File: src/design/pagpm_regs.vh
// Purpose: register indices, field positions, reset values and mode codes of the port block
// Assumes: byte address of a register is four times its index
// Notes:   shared by the port top and its bus slave
`ifndef PAGPM_REGS_VH
`define PAGPM_REGS_VH

// register indices (byte address = index * 4)
`define PAGPM_IDX_PORT_DATA   10'h005
`define PAGPM_IDX_T1_CTRL     10'h010
`define PAGPM_IDX_SSP_CTRL    10'h014
`define PAGPM_IDX_ADC_CTRL0   10'h01f
`define PAGPM_IDX_OPTION      10'h081
`define PAGPM_IDX_PORT_DIR    10'h085
`define PAGPM_IDX_ANALOG_SEL  10'h091
`define PAGPM_IDX_CMP_CTRL0   10'h09c
`define PAGPM_IDX_LCD_CTRL    10'h107
`define PAGPM_IDX_LCD_SE_LO   10'h11c
`define PAGPM_IDX_LCD_SE_HI   10'h11d

// reset values
`define PAGPM_RST_PORT_DATA   8'h00
`define PAGPM_RST_T1_CTRL     8'h00
`define PAGPM_RST_SSP_CTRL    8'h00
`define PAGPM_RST_ADC_CTRL0   8'h00
`define PAGPM_RST_OPTION      8'hff
`define PAGPM_RST_PORT_DIR    8'hff
`define PAGPM_RST_ANALOG_SEL  8'hff
`define PAGPM_RST_CMP_CTRL0   6'h00
`define PAGPM_RST_LCD_CTRL    8'h13
`define PAGPM_RST_LCD_SE      8'h00

// field positions
`define PAGPM_LCD_EN_BIT      7
`define PAGPM_LCD_MUX_HI      1
`define PAGPM_LCD_MUX_LO      0
`define PAGPM_T1_OSC_EN_BIT   3
`define PAGPM_CMP1_OUT_BIT    6
`define PAGPM_CMP2_OUT_BIT    7
`define PAGPM_CMP_MODE_HI     2
`define PAGPM_CMP_MODE_LO     0
`define PAGPM_CRYSTAL_PINS    8'hc0
`define PAGPM_DRIVABLE_PINS   8'hf7

// codes
`define PAGPM_MUX_QUAD        2'h3
`define PAGPM_MUX_TRIPLE      2'h2
`define PAGPM_CM_OFF          3'h7
`define PAGPM_CM_OUTPUTS      3'h6
`define PAGPM_OSC_LOW_POWER   3'h0
`define PAGPM_OSC_STANDARD    3'h1
`define PAGPM_OSC_HIGH_SPEED  3'h2
`define PAGPM_OSC_EC          3'h3
`define PAGPM_OSC_INTIO       3'h4
`define PAGPM_OSC_INTCLKO     3'h5
`define PAGPM_OSC_RCIO        3'h6
`define PAGPM_OSC_RCCLKO      3'h7

`define PAGPM_RESP_OKAY       2'h0
`define PAGPM_RESP_SLVERR     2'h2

`endif

File: src/design/pagpm_axil.v
// Purpose: AXI4-Lite slave front end, one write and one read under way at a time
// Assumes: register decode and read mux live in the caller
// Notes:   write strobe to the register file is a one-cycle pulse
`timescale 1ns/1ps
`include "pagpm_regs.vh"
module pagpm_axil (
  input  wire        ref_clk,
  input  wire        rst_n,
  input  wire [11:0] s_awaddr,
  input  wire        s_awvalid,
  output wire        s_awready,
  input  wire [31:0] s_wdata,
  input  wire [3:0]  s_wstrb,
  input  wire        s_wvalid,
  output wire        s_wready,
  output reg  [1:0]  s_bresp,
  output reg         s_bvalid,
  input  wire        s_bready,
  input  wire [11:0] s_araddr,
  input  wire        s_arvalid,
  output wire        s_arready,
  output reg  [31:0] s_rdata,
  output reg  [1:0]  s_rresp,
  output reg         s_rvalid,
  input  wire        s_rready,
  output wire        wr_en,
  output wire [9:0]  wr_idx,
  output wire [7:0]  wr_data,
  output wire        wr_lane0,
  input  wire        wr_hit,
  output wire [9:0]  rd_idx,
  input  wire [7:0]  rd_data,
  input  wire        rd_hit
);
  reg        aw_full;
  reg        w_full;
  reg [9:0]  aw_idx;
  reg [7:0]  w_byte;
  reg        w_lane0;

  // no new write is taken while a response waits, so the pulse fires once per write
  assign s_awready = ~aw_full & ~s_bvalid;
  assign s_wready  = ~w_full & ~s_bvalid;
  assign wr_en     = aw_full & w_full & ~s_bvalid;
  assign wr_idx    = aw_idx;
  assign wr_data   = w_byte;
  assign wr_lane0  = w_lane0;
  assign s_arready = ~s_rvalid;
  assign rd_idx    = s_araddr[11:2];

  always @(posedge ref_clk or negedge rst_n) begin
    if (!rst_n) begin
      aw_full  <= 1'b0;
      w_full   <= 1'b0;
      aw_idx   <= 10'h000;
      w_byte   <= 8'h00;
      w_lane0  <= 1'b0;
      s_bvalid <= 1'b0;
      s_bresp  <= `PAGPM_RESP_OKAY;
      s_rvalid <= 1'b0;
      s_rresp  <= `PAGPM_RESP_OKAY;
      s_rdata  <= 32'h0000_0000;
    end else begin
      if (s_awvalid && s_awready) begin
        aw_full <= 1'b1;
        aw_idx  <= s_awaddr[11:2];
      end
      if (s_wvalid && s_wready) begin
        w_full  <= 1'b1;
        w_byte  <= s_wdata[7:0];
        w_lane0 <= s_wstrb[0];
      end
      if (wr_en) begin
        aw_full  <= 1'b0;
        w_full   <= 1'b0;
        s_bvalid <= 1'b1;
        s_bresp  <= wr_hit ? `PAGPM_RESP_OKAY : `PAGPM_RESP_SLVERR;
      end else if (s_bvalid && s_bready) begin
        s_bvalid <= 1'b0;
      end
      if (s_arvalid && s_arready) begin
        s_rvalid <= 1'b1;
        s_rdata  <= {24'h00_0000, rd_data};
        s_rresp  <= rd_hit ? `PAGPM_RESP_OKAY : `PAGPM_RESP_SLVERR;
      end else if (s_rvalid && s_rready) begin
        s_rvalid <= 1'b0;
      end
    end
  end
endmodule // pagpm_axil

File: src/design/pagpm_top.v
// Purpose: eight-pin general purpose port with per-pin direction and alternate function mux
// Assumes: pads sampled synchronously to ref_clk; peripherals sit outside this block
// Notes:   rst_n is the power-on / brown-out reset, other_reset_req a synchronous other reset
//
// What this block does
// - direction one tri-states, zero drives latch
// - crystal modes read direction bits 7:6 as one
// - pin0: gpio, converter0, comparator1 minus, segment12
// - pin1: gpio, converter1, comparator2 minus, segment7
// - pin2: gpio, converter2, comparator2 plus, vref, common2
// - pin3 input only; converter3, vref, common3/segment15
// - pin3 lcd mode: enable and (seg15 or quad mux without fourth port)
// - pin4: gpio, comparator1 out, timer0 clock, segment4
// - pin5: gpio, comparator2 out, slave select, segment5, converter4
// - pin6: gpio, crystal out, clock out, timer1 osc
// - pin7: gpio, crystal in, clock in, timer1 osc
// - segment enables reset only by power-on
// - data read gives pins, write updates latch
// - analog pins read as zero
// - analog pins after power-up: 5 and 3:0
// - direction still gates driver on analog pins
`timescale 1ns/1ps
`include "pagpm_regs.vh"
module pagpm_top (
  input  wire        ref_clk,
  input  wire        rst_n,
  input  wire        other_reset_req,
  input  wire [11:0] s_awaddr,
  input  wire        s_awvalid,
  output wire        s_awready,
  input  wire [31:0] s_wdata,
  input  wire [3:0]  s_wstrb,
  input  wire        s_wvalid,
  output wire        s_wready,
  output wire [1:0]  s_bresp,
  output wire        s_bvalid,
  input  wire        s_bready,
  input  wire [11:0] s_araddr,
  input  wire        s_arvalid,
  output wire        s_arready,
  output wire [31:0] s_rdata,
  output wire [1:0]  s_rresp,
  output wire        s_rvalid,
  input  wire        s_rready,
  input  wire [7:0]  pad_in,
  output reg  [7:0]  pad_out,
  output reg  [7:0]  pad_oe,
  input  wire [2:0]  osc_mode,
  input  wire        has_fourth_port,
  input  wire        comparator1_output,
  input  wire        comparator2_output,
  input  wire        clock_output_src,
  output reg  [7:0]  pin_analog_mode,
  output reg  [7:0]  pin_lcd_mode_active,
  output reg         timer0_ext_clock_in,
  output reg         slave_select_in,
  output reg         crystal_input,
  output reg         timer1_osc_input,
  output reg  [7:0]  timer1_control,
  output reg  [7:0]  sync_serial_control,
  output reg  [7:0]  converter_control0,
  output reg  [7:0]  option_settings,
  output reg  [7:0]  lcd_control
);
  reg  [7:0] first_port_data;
  reg  [7:0] first_port_direction;
  reg  [7:0] analog_pin_select;
  reg  [5:0] comparator_control0;
  reg  [7:0] lcd_segment_enable_low;
  reg  [7:0] lcd_segment_enable_high;

  wire       wr_en;
  wire [9:0] wr_idx;
  wire [7:0] wr_data;
  wire       wr_lane0;
  wire [9:0] rd_idx;
  reg  [7:0] rd_data;
  wire       rd_hit;
  wire       wr_hit;

  // one decode sets the bus response of both reads and writes
  function is_mapped;
    input [9:0] idx;
    begin
      case (idx)
        `PAGPM_IDX_PORT_DATA,
        `PAGPM_IDX_T1_CTRL,
        `PAGPM_IDX_SSP_CTRL,
        `PAGPM_IDX_ADC_CTRL0,
        `PAGPM_IDX_OPTION,
        `PAGPM_IDX_PORT_DIR,
        `PAGPM_IDX_ANALOG_SEL,
        `PAGPM_IDX_CMP_CTRL0,
        `PAGPM_IDX_LCD_CTRL,
        `PAGPM_IDX_LCD_SE_LO,
        `PAGPM_IDX_LCD_SE_HI: is_mapped = 1'b1;
        default: is_mapped = 1'b0;
      endcase
    end
  endfunction

  // the three crystal modes hand both oscillator pins to the oscillator
  function is_crystal;
    input [2:0] mode;
    begin
      is_crystal = (mode == `PAGPM_OSC_LOW_POWER) || (mode == `PAGPM_OSC_STANDARD) ||
                   (mode == `PAGPM_OSC_HIGH_SPEED);
    end
  endfunction

  assign rd_hit = is_mapped(rd_idx);
  assign wr_hit = is_mapped(wr_idx);

  pagpm_axil u_axil (
    .ref_clk   (ref_clk),
    .rst_n     (rst_n),
    .s_awaddr  (s_awaddr),
    .s_awvalid (s_awvalid),
    .s_awready (s_awready),
    .s_wdata   (s_wdata),
    .s_wstrb   (s_wstrb),
    .s_wvalid  (s_wvalid),
    .s_wready  (s_wready),
    .s_bresp   (s_bresp),
    .s_bvalid  (s_bvalid),
    .s_bready  (s_bready),
    .s_araddr  (s_araddr),
    .s_arvalid (s_arvalid),
    .s_arready (s_arready),
    .s_rdata   (s_rdata),
    .s_rresp   (s_rresp),
    .s_rvalid  (s_rvalid),
    .s_rready  (s_rready),
    .wr_en     (wr_en),
    .wr_idx    (wr_idx),
    .wr_data   (wr_data),
    .wr_lane0  (wr_lane0),
    .wr_hit    (wr_hit),
    .rd_idx    (rd_idx),
    .rd_data   (rd_data),
    .rd_hit    (rd_hit)
  );

  // only byte lane 0 carries a register; a write without it is answered and ignored
  wire       wr_go = wr_en & wr_lane0;
  wire [1:0] lcd_multiplex_select = lcd_control[`PAGPM_LCD_MUX_HI:`PAGPM_LCD_MUX_LO];
  wire       lcd_on = lcd_control[`PAGPM_LCD_EN_BIT];
  wire [2:0] cm    = comparator_control0[`PAGPM_CMP_MODE_HI:`PAGPM_CMP_MODE_LO];
  wire       t1_osc = timer1_control[`PAGPM_T1_OSC_EN_BIT];

  // pin function decode
  reg  [7:0] next_analog;
  reg  [7:0] next_lcd;
  reg  [7:0] alt_oe;
  reg  [7:0] alt_val;
  reg  [7:0] osc_owned;
  reg        cmp_analog;
  reg        crystal;
  always @* begin
    crystal    = is_crystal(osc_mode);
    // comparators hold their input pins analog until switched fully off
    cmp_analog = (cm != `PAGPM_CM_OFF);
    next_analog = 8'h00;
    next_analog[0] = analog_pin_select[0] | cmp_analog;
    next_analog[1] = analog_pin_select[1] | cmp_analog;
    next_analog[2] = analog_pin_select[2] | cmp_analog;
    next_analog[3] = analog_pin_select[3] | cmp_analog;
    next_analog[5] = analog_pin_select[4];
    next_lcd = 8'h00;
    next_lcd[0] = lcd_on & lcd_segment_enable_high[4];
    next_lcd[1] = lcd_on & lcd_segment_enable_low[7];
    // common 2 is in use from triple multiplex upwards
    next_lcd[2] = lcd_on & lcd_multiplex_select[1];
    next_lcd[3] = lcd_on & (lcd_segment_enable_high[7] |
                  (~has_fourth_port & (lcd_multiplex_select == `PAGPM_MUX_QUAD)));
    next_lcd[4] = lcd_on & lcd_segment_enable_low[4];
    next_lcd[5] = lcd_on & lcd_segment_enable_low[5];
    alt_oe  = 8'h00;
    alt_val = 8'h00;
    // comparator outputs take the pin whatever its direction bit says
    alt_oe[4]  = (cm == `PAGPM_CM_OUTPUTS) & ~next_lcd[4];
    alt_val[4] = comparator1_output;
    alt_oe[5]  = (cm == `PAGPM_CM_OUTPUTS) & ~next_lcd[5];
    alt_val[5] = comparator2_output;
    alt_oe[6]  = (osc_mode == `PAGPM_OSC_INTCLKO) ||
                 (osc_mode == `PAGPM_OSC_RCCLKO);
    alt_val[6] = clock_output_src;
    osc_owned = 8'h00;
    osc_owned[6] = crystal | alt_oe[6] | (t1_osc & ~alt_oe[6]);
    // every mode except the internal ones takes its clock from pin 7
    osc_owned[7] = crystal | t1_osc |
                   ~((osc_mode == `PAGPM_OSC_INTIO) ||
                     (osc_mode == `PAGPM_OSC_INTCLKO));
  end

  // gpio driver: analog does not override direction, ownership does
  // pin 3 has no output stage at all, whatever its direction bit holds
  wire [7:0] gpio_oe = ~first_port_direction & ~next_lcd & ~alt_oe & ~osc_owned
                       & `PAGPM_DRIVABLE_PINS;
  wire [7:0] pin_read = pad_in & ~next_analog;
  // only the read-back is forced; the stored bits keep what software wrote
  wire [7:0] dir_read = crystal ? (first_port_direction | `PAGPM_CRYSTAL_PINS)
                                : first_port_direction;

  always @* begin
    rd_data = 8'h00;
    case (rd_idx)
      `PAGPM_IDX_PORT_DATA:  rd_data = pin_read;
      `PAGPM_IDX_T1_CTRL:    rd_data = timer1_control;
      `PAGPM_IDX_SSP_CTRL:   rd_data = sync_serial_control;
      `PAGPM_IDX_ADC_CTRL0:  rd_data = converter_control0;
      `PAGPM_IDX_OPTION:     rd_data = option_settings;
      `PAGPM_IDX_PORT_DIR:   rd_data = dir_read;
      `PAGPM_IDX_ANALOG_SEL: rd_data = analog_pin_select;
      `PAGPM_IDX_CMP_CTRL0: begin
        // the result bits show the comparators live; writes to them are dropped
        rd_data                      = {2'b00, comparator_control0};
        rd_data[`PAGPM_CMP1_OUT_BIT] = comparator1_output;
        rd_data[`PAGPM_CMP2_OUT_BIT] = comparator2_output;
      end
      `PAGPM_IDX_LCD_CTRL:   rd_data = lcd_control;
      `PAGPM_IDX_LCD_SE_LO:  rd_data = lcd_segment_enable_low;
      `PAGPM_IDX_LCD_SE_HI:  rd_data = lcd_segment_enable_high;
      default:               rd_data = 8'h00;
    endcase
  end

  // registers set back to their reset values by every reset
  always @(posedge ref_clk or negedge rst_n) begin
    if (!rst_n) begin
      first_port_direction <= `PAGPM_RST_PORT_DIR;
      sync_serial_control  <= `PAGPM_RST_SSP_CTRL;
      converter_control0   <= `PAGPM_RST_ADC_CTRL0;
      option_settings      <= `PAGPM_RST_OPTION;
      analog_pin_select    <= `PAGPM_RST_ANALOG_SEL;
      comparator_control0  <= `PAGPM_RST_CMP_CTRL0;
      lcd_control          <= `PAGPM_RST_LCD_CTRL;
    end else if (other_reset_req) begin
      first_port_direction <= `PAGPM_RST_PORT_DIR;
      sync_serial_control  <= `PAGPM_RST_SSP_CTRL;
      converter_control0   <= `PAGPM_RST_ADC_CTRL0;
      option_settings      <= `PAGPM_RST_OPTION;
      analog_pin_select    <= `PAGPM_RST_ANALOG_SEL;
      comparator_control0  <= `PAGPM_RST_CMP_CTRL0;
      lcd_control          <= `PAGPM_RST_LCD_CTRL;
    end else if (wr_go) begin
      case (wr_idx)
        `PAGPM_IDX_PORT_DIR:   first_port_direction <= wr_data;
        `PAGPM_IDX_SSP_CTRL:   sync_serial_control  <= wr_data;
        `PAGPM_IDX_ADC_CTRL0:  converter_control0   <= wr_data;
        `PAGPM_IDX_OPTION:     option_settings      <= wr_data;
        `PAGPM_IDX_ANALOG_SEL: analog_pin_select    <= wr_data;
        `PAGPM_IDX_CMP_CTRL0:  comparator_control0  <= wr_data[5:0];
        `PAGPM_IDX_LCD_CTRL:   lcd_control          <= wr_data;
        default: begin
        end
      endcase
    end
  end

  // registers that only the power-on / brown-out reset initialises
  always @(posedge ref_clk or negedge rst_n) begin
    if (!rst_n) begin
      first_port_data         <= `PAGPM_RST_PORT_DATA;
      timer1_control          <= `PAGPM_RST_T1_CTRL;
      lcd_segment_enable_low  <= `PAGPM_RST_LCD_SE;
      lcd_segment_enable_high <= `PAGPM_RST_LCD_SE;
    end else if (wr_go && !other_reset_req) begin
      case (wr_idx)
        // whole-byte write of the read-modify-write sequence lands in the latch
        `PAGPM_IDX_PORT_DATA: first_port_data         <= wr_data;
        `PAGPM_IDX_T1_CTRL:   timer1_control          <= wr_data;
        `PAGPM_IDX_LCD_SE_LO: lcd_segment_enable_low  <= wr_data;
        `PAGPM_IDX_LCD_SE_HI: lcd_segment_enable_high <= wr_data;
        default: begin
        end
      endcase
    end
  end

  // pad drive and peripheral taps are registered; one cycle behind the registers
  always @(posedge ref_clk or negedge rst_n) begin
    if (!rst_n) begin
      pad_out             <= 8'h00;
      pad_oe              <= 8'h00;
      pin_analog_mode     <= 8'h00;
      pin_lcd_mode_active <= 8'h00;
      timer0_ext_clock_in <= 1'b0;
      slave_select_in     <= 1'b0;
      crystal_input       <= 1'b0;
      timer1_osc_input    <= 1'b0;
    end else begin
      pad_oe              <= gpio_oe | alt_oe;
      pad_out             <= (alt_oe & alt_val) | (~alt_oe & first_port_data);
      pin_analog_mode     <= next_analog;
      pin_lcd_mode_active <= next_lcd;
      timer0_ext_clock_in <= pad_in[4];
      slave_select_in     <= pad_in[5];
      crystal_input       <= pad_in[7] & osc_owned[7];
      timer1_osc_input    <= pad_in[7] & t1_osc;
    end
  end
endmodule // pagpm_top

File: config.mk
export PLATFORM = sky130hd
export DESIGN_NAME = pagpm_top
export DESIGN_NICKNAME = d
export VERILOG_FILES = /design/src/design/pagpm_axil.v /design/src/design/pagpm_top.v
export VERILOG_INCLUDE_DIRS = /design/src /design/src/design
export SDC_FILE = /design/constraint.sdc
export NUM_CORES = 1
export LEC_CHECK = 0
export BUFFER_PORTS_ARGS = -buffer_cell sky130_fd_sc_hd__buf_2
export CORE_UTILIZATION = 54
export CTS_BUF_LIST = sky130_fd_sc_hd__clkbuf_4 sky130_fd_sc_hd__clkbuf_8
export DETAILED_ROUTE_END_ITERATION = 7
export MAX_ROUTING_LAYER = met4
export PLACE_DENSITY_LB_ADDON = 0.1
export SLEW_MARGIN = 20
export SYNTH_ARGS = -nofsm -noshare
export SYNTH_HDL_FRONTEND = slang
export SYNTH_SLANG_ARGS = --single-unit
File: constraint.sdc
create_clock -name ref_clk -period 2.3 [get_ports ref_clk]
set_clock_uncertainty 0.1 [all_clocks]
set_input_delay 0.23 -clock ref_clk [delete_from_list [all_inputs] [get_ports ref_clk]]
set_output_delay 0.23 -clock ref_clk [all_outputs]
set_load 0.1 [all_outputs]
---- Word level (Yosys, flattened, before mapping) ----
Index checks and enable logic that the tools add are counted.
storage, ports and cells
  register bits ........................... 152
  input port bits ......................... 83
  word-level logic and storage cells ...... 179
cells by class
  muxes and demuxes ....................... 35
  bitwise logic cells ..................... 48
  eq/ne operators ......................... 30
  reductions and logical operators ........ 37
operator list
  cell                                                               count
  8-bit 2-to-1 mux                                                   19
  8-bit case mux with 11 select lines                                1
  10-bit by 8-bit == test with 1-bit output (second input constant)  8
  10-bit by 5-bit == test with 1-bit output (second input constant)  6
  10-bit by 9-bit == test with 1-bit output (second input constant)  6
  8-bit AND                                                          5
  2-bit nonzero test                                                 12
  2-bit AND reduction                                                11
  11-bit OR reduction                                                2
  10-bit by 3-bit == test with 1-bit output (second input constant)  2
  6-bit 2-to-1 mux                                                   3
  1-bit AND                                                          17
  6-bit NOT with 8-bit output                                        2
  8-bit NOT                                                          2
  3-bit == test (second input constant)                              4
  1-bit 2-to-1 mux                                                   10
  1-bit NOT                                                          9
  1-bit OR                                                           9
  7-bit NOT with 8-bit output                                        1
  7-bit by 8-bit OR with 8-bit output                                1
  8-bit by 7-bit OR with 8-bit output                                1
  7-bit AND                                                          1
  1-bit logical AND                                                  6
  1-bit logical OR                                                   4
  7 further kinds                                                    8

---- Longest topological paths before layout ----
  depth in word-level cells ............... 9
  gate-level depth with buffers ........... 7
  depth with buffers taken out ............ 5

---- Cells and area by module ----
A second synthesis with hierarchy kept.
unflattened totals
  cells, all modules ...................... 647
  area total of the unflattened synthesis .. 7432.1 sq um
by module, submodules not included
  module      cells an instance  area each (sq um)  seq. area each (sq um)  times used
  pagpm_top   528                5874.4             2936.6                  1
  pagpm_axil  119                1557.7             825.8                   1

---- Worst setup path before layout ----
OpenSTA, ideal clock, no wires.
  kind .................................... register -> register
  start ................................... register u_axil.s_bvalid
  end ..................................... register u_axil.w_byte[0] (netlist: u_axil.wr_data[0])
  path slack .............................. -1.070 ns
  stages on the path, launching flop included .. 5
  clock period less this slack ............ 3.370 ns
  data arrival time ....................... 3.146 ns
  library setup time ...................... 0.125 ns
  required time ........................... 2.075 ns
  path buffers ............................ 1
  cells stage by stage .................... dfrtp_1 > nor2_1 > and2_1 > clkbuf_1 > mux2_2
between the ends
  longest elaborated chain between the ends .. 3
ends and longest elaborated chain
  item                      RTL line         RTL
  start: declaration        pagpm_axil.v:17  output reg s_bvalid,
  start signal: assignment  pagpm_axil.v:58  s_bvalid <= 1'b0;
  start signal: assignment  pagpm_axil.v:76  s_bvalid <= 1'b1;
  start signal: assignment  pagpm_axil.v:79  s_bvalid <= 1'b0;
  1-bit NOT                 pagpm_axil.v:43  assign s_wready = ~w_full & ~s_bvalid;
  1-bit AND                 pagpm_axil.v:43
  via s_wready              pagpm_top.v:34   output wire s_wready,
  1-bit logical AND         pagpm_axil.v:68  if (s_wvalid && s_wready) begin
  end signal: assignment    pagpm_axil.v:70  w_byte <= s_wdata[7:0];
  end: declaration          pagpm_axil.v:38  reg [7:0] w_byte;
The timed path passes the listed nets, and every way through them passes these cells.
A chain may end at the register's enable or synchronous reset.

---- Final worst setup path ----
  start ................................... register u_axil.s_bvalid
  end ..................................... register lcd_control[0]
between the ends
  longest elaborated chain between the ends .. 5
ends and longest elaborated chain
  item                           RTL line         RTL
  1-bit NOT                      pagpm_axil.v:44  assign wr_en = aw_full & w_full & ~s_bvalid;
  1-bit AND                      pagpm_axil.v:44
  1-bit AND                      pagpm_top.v:145  wire wr_go = wr_en & wr_lane0;
  2-bit nonzero test (no line)   n/a
  2-bit AND reduction (no line)  n/a
  end signal: assignment         pagpm_top.v:237  lcd_control <= `PAGPM_RST_LCD_CTRL;
  end signal: assignment         pagpm_top.v:245  lcd_control <= `PAGPM_RST_LCD_CTRL;
  end signal: assignment         pagpm_top.v:254  `PAGPM_IDX_LCD_CTRL: lcd_control <= wr_data;
  end: declaration               pagpm_top.v:63   output reg [7:0] lcd_control
No other way between the ends.

==> summary.txt <==
Detailed routing
  • Routed length per placed instance: 18.7 um
  • Routed wire length: 18600 um
  • Final antenna-violating net count: 0
  • Final routed DRC violation total: 0
  • DR vias: 5517
  • First-pass iteration count of the detailed router: 5
  • Violation count after the first detailed-routing iteration: 366
  • Via-per-instance ratio: 5.55

Synth
  • Biggest area contributors in the synthesized netlist: dfrtp_1 (43%), dfstp_2 (9.9%), mux2_2 (6.9%)
  • Yosys reg bits: 149
  • Post-Synthesis Mean Instance Area: 11.5 um^2
  • Most instantiated cells after synthesis: dfrtp_1 (122), nor2_1 (64), mux2i_1 (48)
  • Post-Synthesis Cells: 623
  • Cell with the most instances after synthesis: dfrtp_1
  • Async S/R FF share, synth: 100%
  • Yosys top cell by area: dfrtp_1
  • Cell variety after synth: 61
  • Most instantiated flip-flop cell in the synthesis netlist: dfrtp_1
  • Number of flops mapped to enable cells by yosys: 0
  • Share of Yosys cell area claimed by the top area cell type: a little over two fifths
  • Number of warning messages in the yosys log: 0
  • Sequential element share of the synthesized area: 52.4%
  • Cell area after technology mapping: 7180 um^2

Global route
  • Total congestion overflow: 0
  • Number of global-route vias before repair: 5310
  • Largest net degree at the start of global routing: 51
  • All-layer global routing usage: 29.3%
  • Wire length of the first global-routing pass: between 20000 and 30000 um
  • Number of antenna violations at the first check in global routing: 0

Timing
  • Final-layout worst hold slack: ~0.024 ns
  • Slew at the pin closest to its max-slew limit: approximately 0.70 ns
  • Hold violation count in the final report: 0
  • Setup Viol. Count Final: 0
  • Fraction of the cycle the final worst path needs: 95.0%
  • Shortest clock period the worst path allows after layout: 2.19 ns
  • Slew HR: 53.4%
  • Setup TNS after final layout: 0 ns
  • Number of max-slew violations in the final report: 0
  • Fmax achieved: 0.458 GHz
  • Setup repair after global routing missed its margin: false

Clocking
  • Post-CTS Setup Repair Bufs: 0
  • Max Buffers Root-to-Sink: 2
  • Level count of the clock H-tree: 4
  • Clock latency on the worst-skew pair: roughly 0.46 ns
  • Clk slew on worst S/H paths: 0.08 ns
  • TritonCTS clock tree: built
  • Total CTS buffers: 17
  • CTS Sinks: 149
  • Clock root buffer: clkbuf_8

Place
  • Placer Congestion: 0.906
  • Detailed placer's ending HPWL: between 10000 and 15000 um
  • Total placed cells including tap cells: 928
  • I/O Buffers: around 140

Worst setup path
  • WP data arrival: 2.47 ns
  • Worst Setup End Kind: flip-flop
  • Startpoint kind of the worst setup timing path: flip-flop
  • Peak fanout along the critical path: 11
  • Worst EP required: approximately 2.6 ns
  • Critical path class: flip-flop to flip-flop

Pwr
  • Total Power Consumption: 7570 uW
  • Power density relative to cell area: 852 nW/um^2
  • Largest vdd supply drop: around 650 uV
  • Static leakage: ~0.0043 uW

Floorplan
  • Die width: 117 um
  • Std-Cell Rows: 41
  • Die boundary height: between 100 and 150 um
  • Starting utilization of the core area: 56.2%
  • Die Outline Area: 13800 um^2
  • Area of the core: 12800 um^2
  • Number of primary I/O pins: 200

Flow run
  • Number of violations of the max-capacitance limit: 0

Run status
  • Status: completed

Layout
  • Share of cells above drive strength 1: a little under two fifths
  • Final instance count without filler cells: 994
  • Layout Nets: 892
  • Synthesis-to-finish area growth: 23.8%
  • Antenna Diode Count: 0

Min path
  • Hold Crit Class: primary input to flip-flop
==> kinds of logic (layout without fill, tap and decap cells) <==
| kind of cell | count (synthesis) | after routing | share of synthesized area [%] |
|---|---|---|---|
| other | 1 | 32 | 0.0523 |
| AO/OA/AOI/OAI | 98 | 98 | 9.92 |
| flip-flops | 149 | 149 | 52.4 |
| multiplexers | 100 | 100 | 15.3 |
| AND/OR/NAND/NOR | 193 | 193 | 16.0 |
| buffers and inverters | 82 | 250 | 6.35 |
==> routing by layer <==
| metal | vias up | global-route usage [%] | routed length [um] |
|---|---|---|---|
| met5 | - | - | 0 |
| met4 | 0 | 10.8 | 429 |
| met3 | 33 | 6.44 | 1060 |
| met2 | 208 | 45.0 | 8750 |
| met1 | 2753 | 38.1 | 8330 |
| li1 | 2523 | - | - |
==> flip-flops by register name, indices dropped and copies added (netlist names), 8 cells and up <==
register                 cells
timer1_control               8
converter_control0           8
first_port_data              8
sync_serial_control          8
u_axil.wr_data               8
lcd_segment_enable_low       8
first_port_direction         8
lcd_control                  8
pad_out                      8
option_settings              8
u_axil.s_rdata               8
lcd_segment_enable_high      8
u_axil.wr_idx               10
analog_pin_select            8
==> cell usage in the layout, fill, tap and decap left out, drive strengths merged, types with 5 or more instances in the layout <==
cell         netlist  layout
buf               44     170
dfrtp            122     122
nor2              65      65
mux2              52      52
mux2i             48      48
dlygate4sd3        0      34
conb               1      32
nor2b             27      27
a211o             27      27
dfstp             27      27
nand2             25      25
clkbuf            24      24
a21oi             14      14
inv               14      13
o22ai             11      11
nor3              10      10
o21ai             10      10
and2               9       9
nand3              8       8
a22oi              8       8
nor4               6       6
nand3b             5       5
nand4b             5       5
a211oi             5       5
a31oi              5       5
nor3b              5       5
nor4b              5       5
==> report_power, final <==
group | total, uW | switching, uW | internal [uW]
combinational | 2000 | 1420 | 584
sequential | 3420 | 539 | 2880
clock | 2140 | 941 | 1200
==> path summary, 6_finish.rpt <==
path | to | slack, ns | depth (start not counted) | start
max | lcd_control[0]$_DFFE_PN1P_ | 0.11 | 4 | u_axil.s_bvalid$_DFFE_PN0P_
min | crystal_input$_DFF_PN0_ | 0.02 | 4 | osc_mode[1]
max reg2reg | lcd_control[0]$_DFFE_PN1P_ | 0.11 | 4 | u_axil.s_bvalid$_DFFE_PN0P_
min reg2reg | pad_out[2]$_DFF_PN0_ | 0.28 | 0 | first_port_data[2]$_DFFE_PN0P_
max in group asynchronous | first_port_direction[4]$_DFFE_PN1P_ | 1.12 | 3 | rst_n
min in group asynchronous | pad_out[6]$_DFF_PN0_ | 0.17 | 2 | rst_n
==> per-stage QoR <==
step / utilization, % / setup slack, ns / area [um^2]
finish: 69.5 / 0.115 / 8880
global route: 69.5 / 0.0352 / 8880
CTS: 69.5 / 0.119 / 8880
detailed placement: 63.5 / 0.138 / 8110
global placement: 63.5 / 0.176 / 8110
floorplan: - / 0.0197 / 7310
==> layout make-up <==
cell class                 count  area (um^2)
sequential                   149         3770
clock buffer                  24          305
tap                          172          215
inverter                      14         56.3
clock inverter                 8          123
timing repair buffer         204         1330
multi-input combinational    423         3080
fill                         959         3890
==> repair_timing <==
action | CTS | global route
hold buffers | 34 | 0
endpoints found under the hold margin | 80 | 0
resized for setup | 0 | 0
==> critical path, cell delays in order (launching register included) <==
cell,delay (ns)
dfrtp_4,0.52
and3b_1,0.32
nand4_2,0.22
or4_4,0.60
a211o_1,0.34
Power figures use the tool's default switching activity.
